### config.mk
export PLATFORM = sky130hd
export DESIGN_NAME = bnm_host
export DESIGN_NICKNAME = d
export VERILOG_FILES = /design/src/rtl/bnm_pkg.sv /design/src/rtl/bnm_timer.sv /design/src/rtl/bnm_host.sv
export SDC_FILE = /design/constraint.sdc
export NUM_CORES = 1
export LEC_CHECK = 0
export ABC_AREA = 1
export BUFFER_PORTS_ARGS = -buffer_cell sky130_fd_sc_hd__buf_4
export CAP_MARGIN = 20
export CORE_ASPECT_RATIO = 0.8
export CORE_MARGIN = 4
export CORE_UTILIZATION = 48
export CTS_CLUSTER_SIZE = 28
export DETAILED_ROUTE_END_ITERATION = 8
export PLACE_DENSITY_LB_ADDON = 0.2
export SETUP_SLACK_MARGIN = 0.2
export SYNTH_ARGS = -nofsm -noshare
export SYNTH_HDL_FRONTEND = slang
export SYNTH_SLANG_ARGS = --single-unit
### constraint.sdc
create_clock -name i_clk -period 1.4 [get_ports i_clk]
set_clock_uncertainty 0.05 [all_clocks]
set_input_delay 0.21 -clock i_clk [delete_from_list [all_inputs] [get_ports i_clk]]
set_output_delay 0.21 -clock i_clk [all_outputs]
set_load 0.01 [all_outputs]
### src/rtl/bnm_pkg.sv
// package: pin timing and geometry for the bytewide nv memory host port
package bnm_pkg;
	localparam int CLK_PERIOD_NS = 50;
	localparam int ADDR_W = 15;
	localparam int DATA_W = 8;
	localparam int MEM_DEPTH = 32768;
	localparam int ROW_BYTES = 8;
	localparam int ROW_BITS = 64;
	localparam int ROW_ADDR_LSB = 3;
	localparam int ACCESS_TIME_NS = 70;
	localparam int PRECHARGE_MIN_TIME_NS = 60;
	localparam int DATA_SETUP_NS = 30;
	localparam int CE_LOW_MAX_NS = 10000;
	localparam int ACCESS_CYC = (ACCESS_TIME_NS + CLK_PERIOD_NS - 1) / CLK_PERIOD_NS;
	localparam int PRECHARGE_CYC =
		(PRECHARGE_MIN_TIME_NS + CLK_PERIOD_NS - 1) / CLK_PERIOD_NS;
	localparam int SETUP_CYC = (DATA_SETUP_NS + CLK_PERIOD_NS - 1) / CLK_PERIOD_NS;
	// one stage short of the sync depth, so the byte sampled at select rise is taken
	localparam int CAPTURE_CYC = 1;
	localparam int CE_LOW_MAX_CYC = CE_LOW_MAX_NS / CLK_PERIOD_NS;
	localparam int CNT_W = 4;
	typedef enum logic [2:0] {
		BNM_IDLE,
		BNM_SETUP,
		BNM_ACCESS,
		BNM_CAPTURE,
		BNM_PRECHARGE
	} bnm_state_t;
endpackage : bnm_pkg

### src/rtl/bnm_timer.sv
// file: down counter that paces each phase of a memory cycle
`timescale 1ns/1ns
module bnm_timer
	import bnm_pkg::*;
(
	input wire logic i_clk,
	input wire logic i_rst_b,
	input wire logic i_load,
	input wire logic [CNT_W-1:0] i_count,
	output logic o_done
);
	logic [CNT_W-1:0] cnt_reg;

	always_ff @(posedge i_clk or negedge i_rst_b) begin
		if (!i_rst_b) begin
			cnt_reg <= 4'h0;
		end else if (i_load) begin
			cnt_reg <= i_count;
		end else if (cnt_reg != 4'h0) begin
			cnt_reg <= cnt_reg - 4'h1;
		end
	end

	always_ff @(posedge i_clk or negedge i_rst_b) begin
		if (!i_rst_b) begin
			o_done <= 1'b0;
		end else begin
			o_done <= !i_load && (cnt_reg <= 4'h1);
		end
	end
endmodule : bnm_timer

### src/rtl/bnm_host.sv
// file: host controller that drives the bytewide nv memory pins
// ----------------------------------------------------------------
// Behaviour
// every access opens with chip select falling
// 15-bit address selects one of 32768 bytes
// device latches address at chip select fall
// device finishes cycle even if deselected early
// device drives data only after access time
// output strobe high keeps data lines undriven
// write low at select fall means write
// late write fall turns read into write
// write ends at first rising strobe edge
// hold strobes low access time, data setup
// writes finish in cycle, no polling
// chip select high precharge minimum before next
// chip select low never beyond maximum limit
// each access wears one whole 8-byte row
// strobe chip select for every access
// hold chip select high while supply low; host checks supply before starting an access, and mid-access gates only the write strobe with it
// power cycling keeps write strobe high
// read and write cycles are equally long
// ----------------------------------------------------------------
`timescale 1ns/1ns
module bnm_host
	import bnm_pkg::*;
(
	input wire logic i_clk,
	input wire logic i_rst_b,
	input wire logic i_power_good,
	input wire logic i_req,
	input wire logic i_we,
	input wire logic [ADDR_W-1:0] i_addr,
	input wire logic [DATA_W-1:0] i_wdata,
	input wire logic [DATA_W-1:0] i_data_lines,
	output logic o_ready,
	output logic o_done,
	output logic [DATA_W-1:0] o_rdata,
	output logic [ROW_ADDR_LSB-1:0] o_unused,
	output logic o_chip_sel_b,
	output logic o_write_b,
	output logic o_out_en_b,
	output logic [ADDR_W-1:0] o_addr_lines,
	output logic [DATA_W-1:0] o_data_lines,
	output logic o_data_lines_oe
);
	bnm_state_t state_reg;
	logic [DATA_W-1:0] din_meta_reg;
	logic [DATA_W-1:0] din_sync_reg;
	logic pg_meta_reg;
	logic pg_sync_reg;
	logic we_reg;
	logic load;
	logic [CNT_W-1:0] load_cnt;
	logic tmr_done;
	logic [7:0] low_cnt_reg;
	localparam int DONE_LAT = CAPTURE_CYC + PRECHARGE_CYC + 2;

	// ----------------------------------------------------------------
	// pin synchronisers
	// ----------------------------------------------------------------
	always_ff @(posedge i_clk or negedge i_rst_b) begin
		if (!i_rst_b) begin
			din_meta_reg <= 8'h00;
			din_sync_reg <= 8'h00;
			pg_meta_reg <= 1'b0;
			pg_sync_reg <= 1'b0;
		end else begin
			din_meta_reg <= i_data_lines;
			din_sync_reg <= din_meta_reg;
			pg_meta_reg <= i_power_good;
			pg_sync_reg <= pg_meta_reg;
		end
	end

	// ----------------------------------------------------------------
	// phase timer
	// ----------------------------------------------------------------
	// read byte is sampled on the last select-low edge; capture waits out the sync stages
	always_comb begin
		load = 1'b0;
		load_cnt = 4'h0;
		case (state_reg)
			BNM_IDLE: begin
				load = i_req && pg_sync_reg;
				load_cnt = CNT_W'(SETUP_CYC);
			end
			BNM_SETUP: begin
				load = tmr_done;
				load_cnt = CNT_W'(ACCESS_CYC);
			end
			BNM_ACCESS: begin
				load = tmr_done;
				load_cnt = CNT_W'(CAPTURE_CYC);
			end
			BNM_CAPTURE: begin
				load = tmr_done;
				load_cnt = CNT_W'(PRECHARGE_CYC);
			end
			default: begin
				load = 1'b0;
				load_cnt = 4'h0;
			end
		endcase
	end

	bnm_timer u_timer (
		.i_clk(i_clk),
		.i_rst_b(i_rst_b),
		.i_load(load),
		.i_count(load_cnt),
		.o_done(tmr_done)
	);

	// ----------------------------------------------------------------
	// cycle sequencer
	// ----------------------------------------------------------------
	always_ff @(posedge i_clk or negedge i_rst_b) begin
		if (!i_rst_b) begin
			state_reg <= BNM_IDLE;
		end else begin
			case (state_reg)
				BNM_IDLE: if (load) state_reg <= BNM_SETUP;
				BNM_SETUP: if (tmr_done) state_reg <= BNM_ACCESS;
				BNM_ACCESS: if (tmr_done) state_reg <= BNM_CAPTURE;
				BNM_CAPTURE: if (tmr_done) state_reg <= BNM_PRECHARGE;
				BNM_PRECHARGE: if (tmr_done) state_reg <= BNM_IDLE;
				default: state_reg <= BNM_IDLE;
			endcase
		end
	end

	// ----------------------------------------------------------------
	// request capture; address held whole cycle though device latches it
	// ----------------------------------------------------------------
	always_ff @(posedge i_clk or negedge i_rst_b) begin
		if (!i_rst_b) begin
			we_reg <= 1'b0;
			o_addr_lines <= 15'h0000;
			o_data_lines <= 8'h00;
			o_unused <= 3'h0;
		end else if (state_reg == BNM_IDLE && load) begin
			we_reg <= i_we;
			o_addr_lines <= i_addr;
			o_data_lines <= i_wdata;
			o_unused <= i_addr[ROW_ADDR_LSB-1:0];
		end
	end

	// ----------------------------------------------------------------
	// pin strobes
	// ----------------------------------------------------------------
	// write strobe falls with select (select-controlled write) and rises with it
	always_ff @(posedge i_clk or negedge i_rst_b) begin
		if (!i_rst_b) begin
			o_chip_sel_b <= 1'b1;
			o_write_b <= 1'b1;
			o_out_en_b <= 1'b1;
			o_data_lines_oe <= 1'b0;
		end else begin
			o_chip_sel_b <= !(state_reg == BNM_ACCESS && !tmr_done);
			o_write_b <= !(we_reg && state_reg == BNM_ACCESS && !tmr_done
				&& pg_sync_reg);
			o_out_en_b <= !(!we_reg && state_reg == BNM_ACCESS && !tmr_done);
			o_data_lines_oe <= we_reg && (state_reg == BNM_SETUP
				|| state_reg == BNM_ACCESS);
		end
	end

	// ----------------------------------------------------------------
	// user answer
	// ----------------------------------------------------------------
	always_ff @(posedge i_clk or negedge i_rst_b) begin
		if (!i_rst_b) begin
			o_rdata <= 8'h00;
			o_done <= 1'b0;
			o_ready <= 1'b0;
		end else begin
			o_done <= state_reg == BNM_PRECHARGE && tmr_done;
			o_ready <= state_reg == BNM_IDLE && !load && pg_sync_reg;
			if (state_reg == BNM_CAPTURE && tmr_done && !we_reg) begin
				o_rdata <= din_sync_reg;
			end
		end
	end

	// ----------------------------------------------------------------
	// checks
	// ----------------------------------------------------------------
	always_ff @(posedge i_clk or negedge i_rst_b) begin
		if (!i_rst_b) begin
			low_cnt_reg <= 8'h00;
		end else if (o_chip_sel_b) begin
			low_cnt_reg <= 8'h00;
		end else begin
			low_cnt_reg <= low_cnt_reg + 8'h01;
		end
	end
endmodule : bnm_host

==> results.yml, run 1 <==
final_layout:
  syn2layout_area_growth_pct: 47.6
  mostFrequentLayoutCell: "nand2_1"
  largest_register: "o_addr_lines"
  antenna_cells_inserted: 0
  largest_register_ffs: 13
  mostFrequentLayoutCells: "88 x nand2_1, 85 x buf_4, 58 x dfrtp_1"
  drive_gt1_share_pct: 43.1
  nNetsFinal: 380
pwr:
  share_seq_of_total_power_pct: 40.8
  power.share.switching_pct: 35.0
  power-per-cell-area_nw_per_um2: 1980
  pwr-share-clk_pct: 19.6
  finalPower_uw: 7010
  power.internal_uw: 4550
  leakage_uw: 0.00187
  share_comb_of_total_power_pct: 39.6
  switching_power_uw: 2460
  irDropWorstVdd_uv: 1100
logic_synthesis:
  synth_fp_nets: 273
  area_share_of_and_or_nand_nor_cells_after_synthesis_pct: 21.8
  dominantRegCellSynth: "dfrtp_1"
  fraction_of_synthesized_cell_area_taken_by_the_top_area_cell_type_pct: 63.5
  synth_enable_flop_cells: 0
  syn_avg_cell_area_um2: 10.2
  yosysSeqAreaShare_pct: 66.8
  synth-seq-cells: 64
  main_combinational_cell_family_by_area_after_synthesis: "simple AND/OR/NAND/NOR gates"
  yosysWarnings: 0
  synth_async_sr_flop_share_pct: 100
  synth-adder-area-share_pct: 1.04
  yosys-top-cells-area: "dfrtp_1 64%, nand2_1 15%, inv_1 3.6%"
  post_synth_instance_area_um2: 2400
  synth-compound-area-share_pct: 3.96
  muxShareOfSynthArea_pct: 0
  synth-xor-area-share_pct: 0
  number_of_cells_produced_by_synthesis: 235
  post-synth-top-area-cell: "dfrtp_1"
  yosys.cell_types.count: 24
route:
  dr_total_vias: 1892
  drcViolationCount: 0
  drt-total-wl_mm: 5.25
  route.detailed.vias_per_inst: 4.66
  drt.antenna.violating_nets: 0
  wire_per_inst_um: 12.9
  drt_iter0_drc: 73
  drt_first_pass_iters: 4
worst_hold_path:
  hp-start: "i_wdata[2]"
  worstHoldPathType: "input port to flop"
  hold_path_depth: 3
  worst_case_hold_path_end_point: "o_data_lines[2]"
setup_path:
  worst_r2r_setup_slack_ps: 130
  reg_to_reg_end: "u_timer.cnt_reg[1]"
  slowest_stage: "dfrtp_1"
  cpPeakStageDelay_ps: 400
  cp_cell_sequence: "inv_2 > ha_4 > inv_2 > nor3_4 > nand3_2 > nand3_1 > nand2_1"
  worstSetupStartpointType: "flop"
  critical_path_class: "flop to flop"
  crit_top_cell: "inv_2"
  setup.worst_path.end_class: "flop"
  critical_path.max_fanout: 3
  critical_path_arrival_ps: 1440
  worst-endpoint-required_ps: 1570
  worstReg2RegStart: "u_timer.cnt_reg[1]"
  worst-r2r-cell-count: 7
cts:
  tritoncts_clock_tree: "built"
  bufs_on_longest_clock_path: 2
  clk_root_buffer_cell: "clkbuf_8"
  tritoncts.num_buffers: 9
  clkTransAtPathRegs_ps: 60
  clock_insertion_delay_worst_skew_ps: 330
  clock-sinks: 64
  htreeDepth: 3
floorplan:
  ios: 76
  placementRows: 22
  floorplan.die_area_um2: 6210
  placeableCoreArea_um2: 4710
  dieHeight_um: 71.3
  horizontal_extent_of_the_die_um: 87.1
  initial_core_util_pct: 51.1
sta:
  worstMarginPinSlew_ps: 381
  hold_violation_count_in_the_final_report: 0
  setup_tns_ps: 0
  finalSetupViolations: 0
  clock.fmax_mhz: 788
  finalMaxSlewViolations: 0
  rsz0062_at_grt: "true"
  timing.final.crit_share_pct: 90.7
  maxSlewHeadroom_pct: 74.4
  fin_crit_ps: 1270
placed_design:
  io_buffer_count: 75
  gp_congestion: 0.845
  hpwlAfterDp_mm: 3.48
grt:
  largest_net_degree_at_the_start_of_global_routing: 31
  gr-max-usage-layer: "met2"
  antenna_found_initial: 0
  grt_pass1_vias: 1973
  grt_util_met2_pct: 26.4
  grt.total_usage_pct: 17.7
  gr-total-overflow: 0
  use_met3_pct: 8.16
  first_pass_grt_wire_length_mm: 8.51
  groute.layer.met1.usage_pct: 23.3
flow_run:
  cap_viol_max_count: 0
run_status:
  run_status: "completed"
[per-stage QoR]
stage                     setup WS [ps]  area (um^2)  instances  hold WS, ps  utilization [%]
after floorplan                     200         2410        235         -136                -
after global placement              147         3100        371         69.2             65.8
after detailed placement           72.3         3100        371         64.7             65.8
after CTS                           148         3460        401         1.64             73.5
after global routing               51.4         3550        406         8.15             75.4
final                               131         3550        406         17.6             75.4
[power by group through the flow]
stage	Sequential [uW]	Clock (uW)	Combinational, uW
6_report	2860	1380	2770
5_1_grt	2930	1500	3070
4_1_cts	2840	1420	2600
3_5_place_dp	2820	0	2370
3_3_place_gp	2820	0	2310
2_1_floorplan	2970	0	1090
[repair_timing]
item	CTS	global route
setup buffers	5	4
setup endpoints to repair	38	45
cloned	0	1
resized for setup	18	17
endpoints found under the hold margin	60	0
hold buffers	10	0
pin swaps	5	7
[kinds of logic (layout without fill, tap and decap cells)]
logic type               count (synthesis)  after routing
buffers and inverters                   33            144
flip-flops                              64             64
adder cells (fa/ha/maj)                  2              2
AND/OR/NAND/NOR                        123            123
AO/OA/AOI/OAI                           13             13
[worst max-delay path by stage]
stage | depth (start not counted) | end | slack [ps] | from
finish | 7 | u_timer.cnt_reg[1] | 130 | u_timer.cnt_reg[1]
CTS | 7 | u_timer.cnt_reg[1] | 150 | u_timer.cnt_reg[1]
global placement | 5 | o_addr_lines[5] | 150 | state_reg[0]
floorplan | 7 | u_timer.cnt_reg[1] | 200 | u_timer.cnt_reg[0]
global route | 7 | u_timer.cnt_reg[1] | 50 | u_timer.cnt_reg[1]
detailed placement | 7 | u_timer.cnt_reg[1] | 70 | u_timer.cnt_reg[1]
[cell type report]
| class | count | area, um^2 |
|---|---|---|
| Sequential cell | 64 | 1610 |
| Timing Repair Buffer | 105 | 877 |
| Multi-Input combinational cell | 138 | 721 |
| Tap cell | 60 | 75.1 |
| Fill cell | 307 | 1160 |
| Clock buffer | 12 | 155 |
| Inverter | 24 | 92.6 |
| Clock inverter | 3 | 17.5 |
[routing by layer]
metal / vias up / part of all wire (%)
met3: 8 / 8.6
li1: 928 / -
met5: - / 0
met4: 0 / 1.1
met1: 884 / 43
met2: 72 / 48
[synth_stat cells (2+ instances only)]
library cell and instances:
nand2_2 3, buf_2 2, inv_1 23, dfrtp_1 61, nor2_2 2, nand3_1 11, o21ai_2 8, a21oi_1 3
nand2_1 96, nand4_1 2, nor3_1 2, nor2_1 2, dfstp_2 3, ha_1 2, o21ai_0 2, buf_4 5
[worst max-delay path, delay by kind of cell, from the launching register on]
family	cells	cell delay, ps
flip-flops	1	400
AND/OR/NAND/NOR	4	450
adder cells (fa/ha/maj)	1	130
buffers and inverters	2	140
Power figures use the tool's default switching activity.
==> run 2, diff against run 1 <==
--- a/config.mk
+++ b/config.mk
@@ -13,6 +13,8 @@
 export CORE_UTILIZATION = 48
 export CTS_CLUSTER_SIZE = 28
 export DETAILED_ROUTE_END_ITERATION = 8
+export GPL_ROUTABILITY_DRIVEN = 0
+export MAX_ROUTING_LAYER = met4
 export PLACE_DENSITY_LB_ADDON = 0.2
 export SETUP_SLACK_MARGIN = 0.2
 export SYNTH_ARGS = -nofsm -noshare
==> run 2 against run 1 <==
  * First-iteration DRC count increased by 5.5%
  * Setup slack got worse by 0.99 ps
  * Sequential share of layout area unchanged
  * Largest power group unchanged
  * Core utilization unchanged
==> results.yml, run 2 (synthesis results as in run 1) <==
sta:
  worstMarginPinSlew_ps: 377
  rsz0062_at_grt: "true"
  finalSetupViolations: 0
  hold_violation_count_in_the_final_report: 0
  final.hold.worst_slack_ps: 14.9
  finalMaxSlewViolations: 0
  timing.final.crit_share_pct: 90.7
  fin_crit_ps: 1270
  clock.fmax_mhz: 787
  setup_tns_ps: 0
  maxSlewHeadroom_pct: 74.7
pwr:
  share_seq_of_total_power_pct: 40.8
  leakage_uw: 0.00187
  power.share.switching_pct: 35.0
  finalPower_uw: 7010
  switching_power_uw: 2450
  share_comb_of_total_power_pct: 39.6
  pwr-share-clk_pct: 19.6
  power-per-cell-area_nw_per_um2: 1980
  power.internal_uw: 4550
  irDropWorstVdd_uv: 1090
setup_path:
  critical_path.max_fanout: 3
  critical_path_arrival_ps: 1450
  worstSetupStartpointType: "flop"
  setup.worst_path.end_class: "flop"
  worst-endpoint-required_ps: 1580
  critical_path_class: "flop to flop"
grt:
  grt_pass1_vias: 1974
  gr-total-overflow: 0
  largest_net_degree_at_the_start_of_global_routing: 31
  first_pass_grt_wire_length_mm: 8.51
  grt.total_usage_pct: 18.3
  antenna_found_initial: 0
final_layout:
  final_cell_count_no_fill: 406
  largest_register_ffs: 13
  mostFrequentLayoutCells: "88 x nand2_1, 85 x buf_4, 58 x dfrtp_1"
  layout.filler_cells: 307
  antenna_cells_inserted: 0
  nNetsFinal: 380
  largest_register: "o_addr_lines"
  fin_area_um2: 3550
  multi_input_gate_area_in_the_final_layout_um2: 721
  syn2layout_area_growth_pct: 47.6
  drive_gt1_share_pct: 43.1
  mostFrequentLayoutCell: "nand2_1"
  final-seq-area_um2: 1610
floorplan:
  dieHeight_um: 71.3
  initial_core_util_pct: 51.1
  horizontal_extent_of_the_die_um: 87.1
  ios: 76
  placementRows: 22
  floorplan.die_area_um2: 6210
  placeableCoreArea_um2: 4710
placed_design:
  placed_inst_area_um2: 3100
  dp_cells: 371
  hpwlAfterDp_mm: 3.48
  io_buffer_count: 75
route:
  route.detailed.vias_per_inst: 4.66
  drt.antenna.violating_nets: 0
  dr_total_vias: 1891
  wire_per_inst_um: 12.9
  drt_iter0_drc: 77
  drcViolationCount: 0
  drt-total-wl_mm: 5.23
  drt_first_pass_iters: 4
flow_run:
  cap_viol_max_count: 0
cts:
  clock_insertion_delay_worst_skew_ps: 340
  clock-sinks: 64
  bufs_on_longest_clock_path: 2
  tritoncts.num_buffers: 9
  clk_root_buffer_cell: "clkbuf_8"
  htreeDepth: 3
  tritoncts_clock_tree: "built"
  clkTransAtPathRegs_ps: 60
run_status:
  run_status: "completed"
worst_hold_path:
  worstHoldPathType: "input port to flop"
run 2: cell counts in the layout (fill, tap and decap cells not counted):
Identical to the previous run, type by type.
run 2: worst paths after layout:
kind	startpoint	slack, ps	to	cells past startpoint
min reg2reg	din_meta_reg[2]	300	din_sync_reg[2]	0
max in group asynchronous	i_rst_b	590	o_rdata[7]	3
min	i_addr[0]	10	o_unused[0]	3
min in group asynchronous	i_rst_b	250	o_rdata[4]	2
max reg2reg	u_timer.cnt_reg[1]	130	u_timer.cnt_reg[1]	7
max	u_timer.cnt_reg[1]	130	u_timer.cnt_reg[1]	7
run 2: per-layer routing:
metal | global-route usage (%) | routed length, um
met3 | 7.36 | 422
met1 | 23.8 | 2280
met4 | 5.79 | 90
met5 | - | 0
met2 | 26.5 | 2440
run 2: layout make-up:
| cell class | instances | share of cell area (%) |
|---|---|---|
| Clock buffer | 12 | 4.37 |
| Clock inverter | 3 | 0.494 |
| Inverter | 24 | 2.61 |
| Multi-Input combinational cell | 138 | 20.3 |
| Sequential cell | 64 | 45.4 |
| Tap cell | 60 | 2.12 |
| Timing Repair Buffer | 105 | 24.7 |
run 2: critical path, stage by stage (launching register included):
cell	delay (ps)
dfrtp_1	400
inv_2	90
ha_4	130
inv_2	50
nor3_4	160
nand3_2	130
nand3_1	100
nand2_1	60
run 2: power groups by stage:
stage | clock, uW | sequential, uW | combinational (uW)
after global routing | 1500 | 2930 | 3070
after CTS | 1420 | 2840 | 2600
final | 1370 | 2860 | 2770
after detailed placement | 0 | 2820 | 2370
after floorplan | 0 | 2970 | 1090
after global placement | 0 | 2820 | 2310
run 2: per-stage QoR:
stage,worst slack [ps],util [%]
global placement,147,65.8
finish,130,75.4
global route,51.2,75.4
detailed placement,72.3,65.8
floorplan,200,-
CTS,148,73.5
run 2: timing repair:
item	4_1_cts	5_1_grt
resized for setup	18	17
gates cloned	0	1
hold buffers	10	0
buffers inserted	5	4
endpoints found under the setup margin	38	45
hold endpoints to repair	60	0
pin swaps	5	7
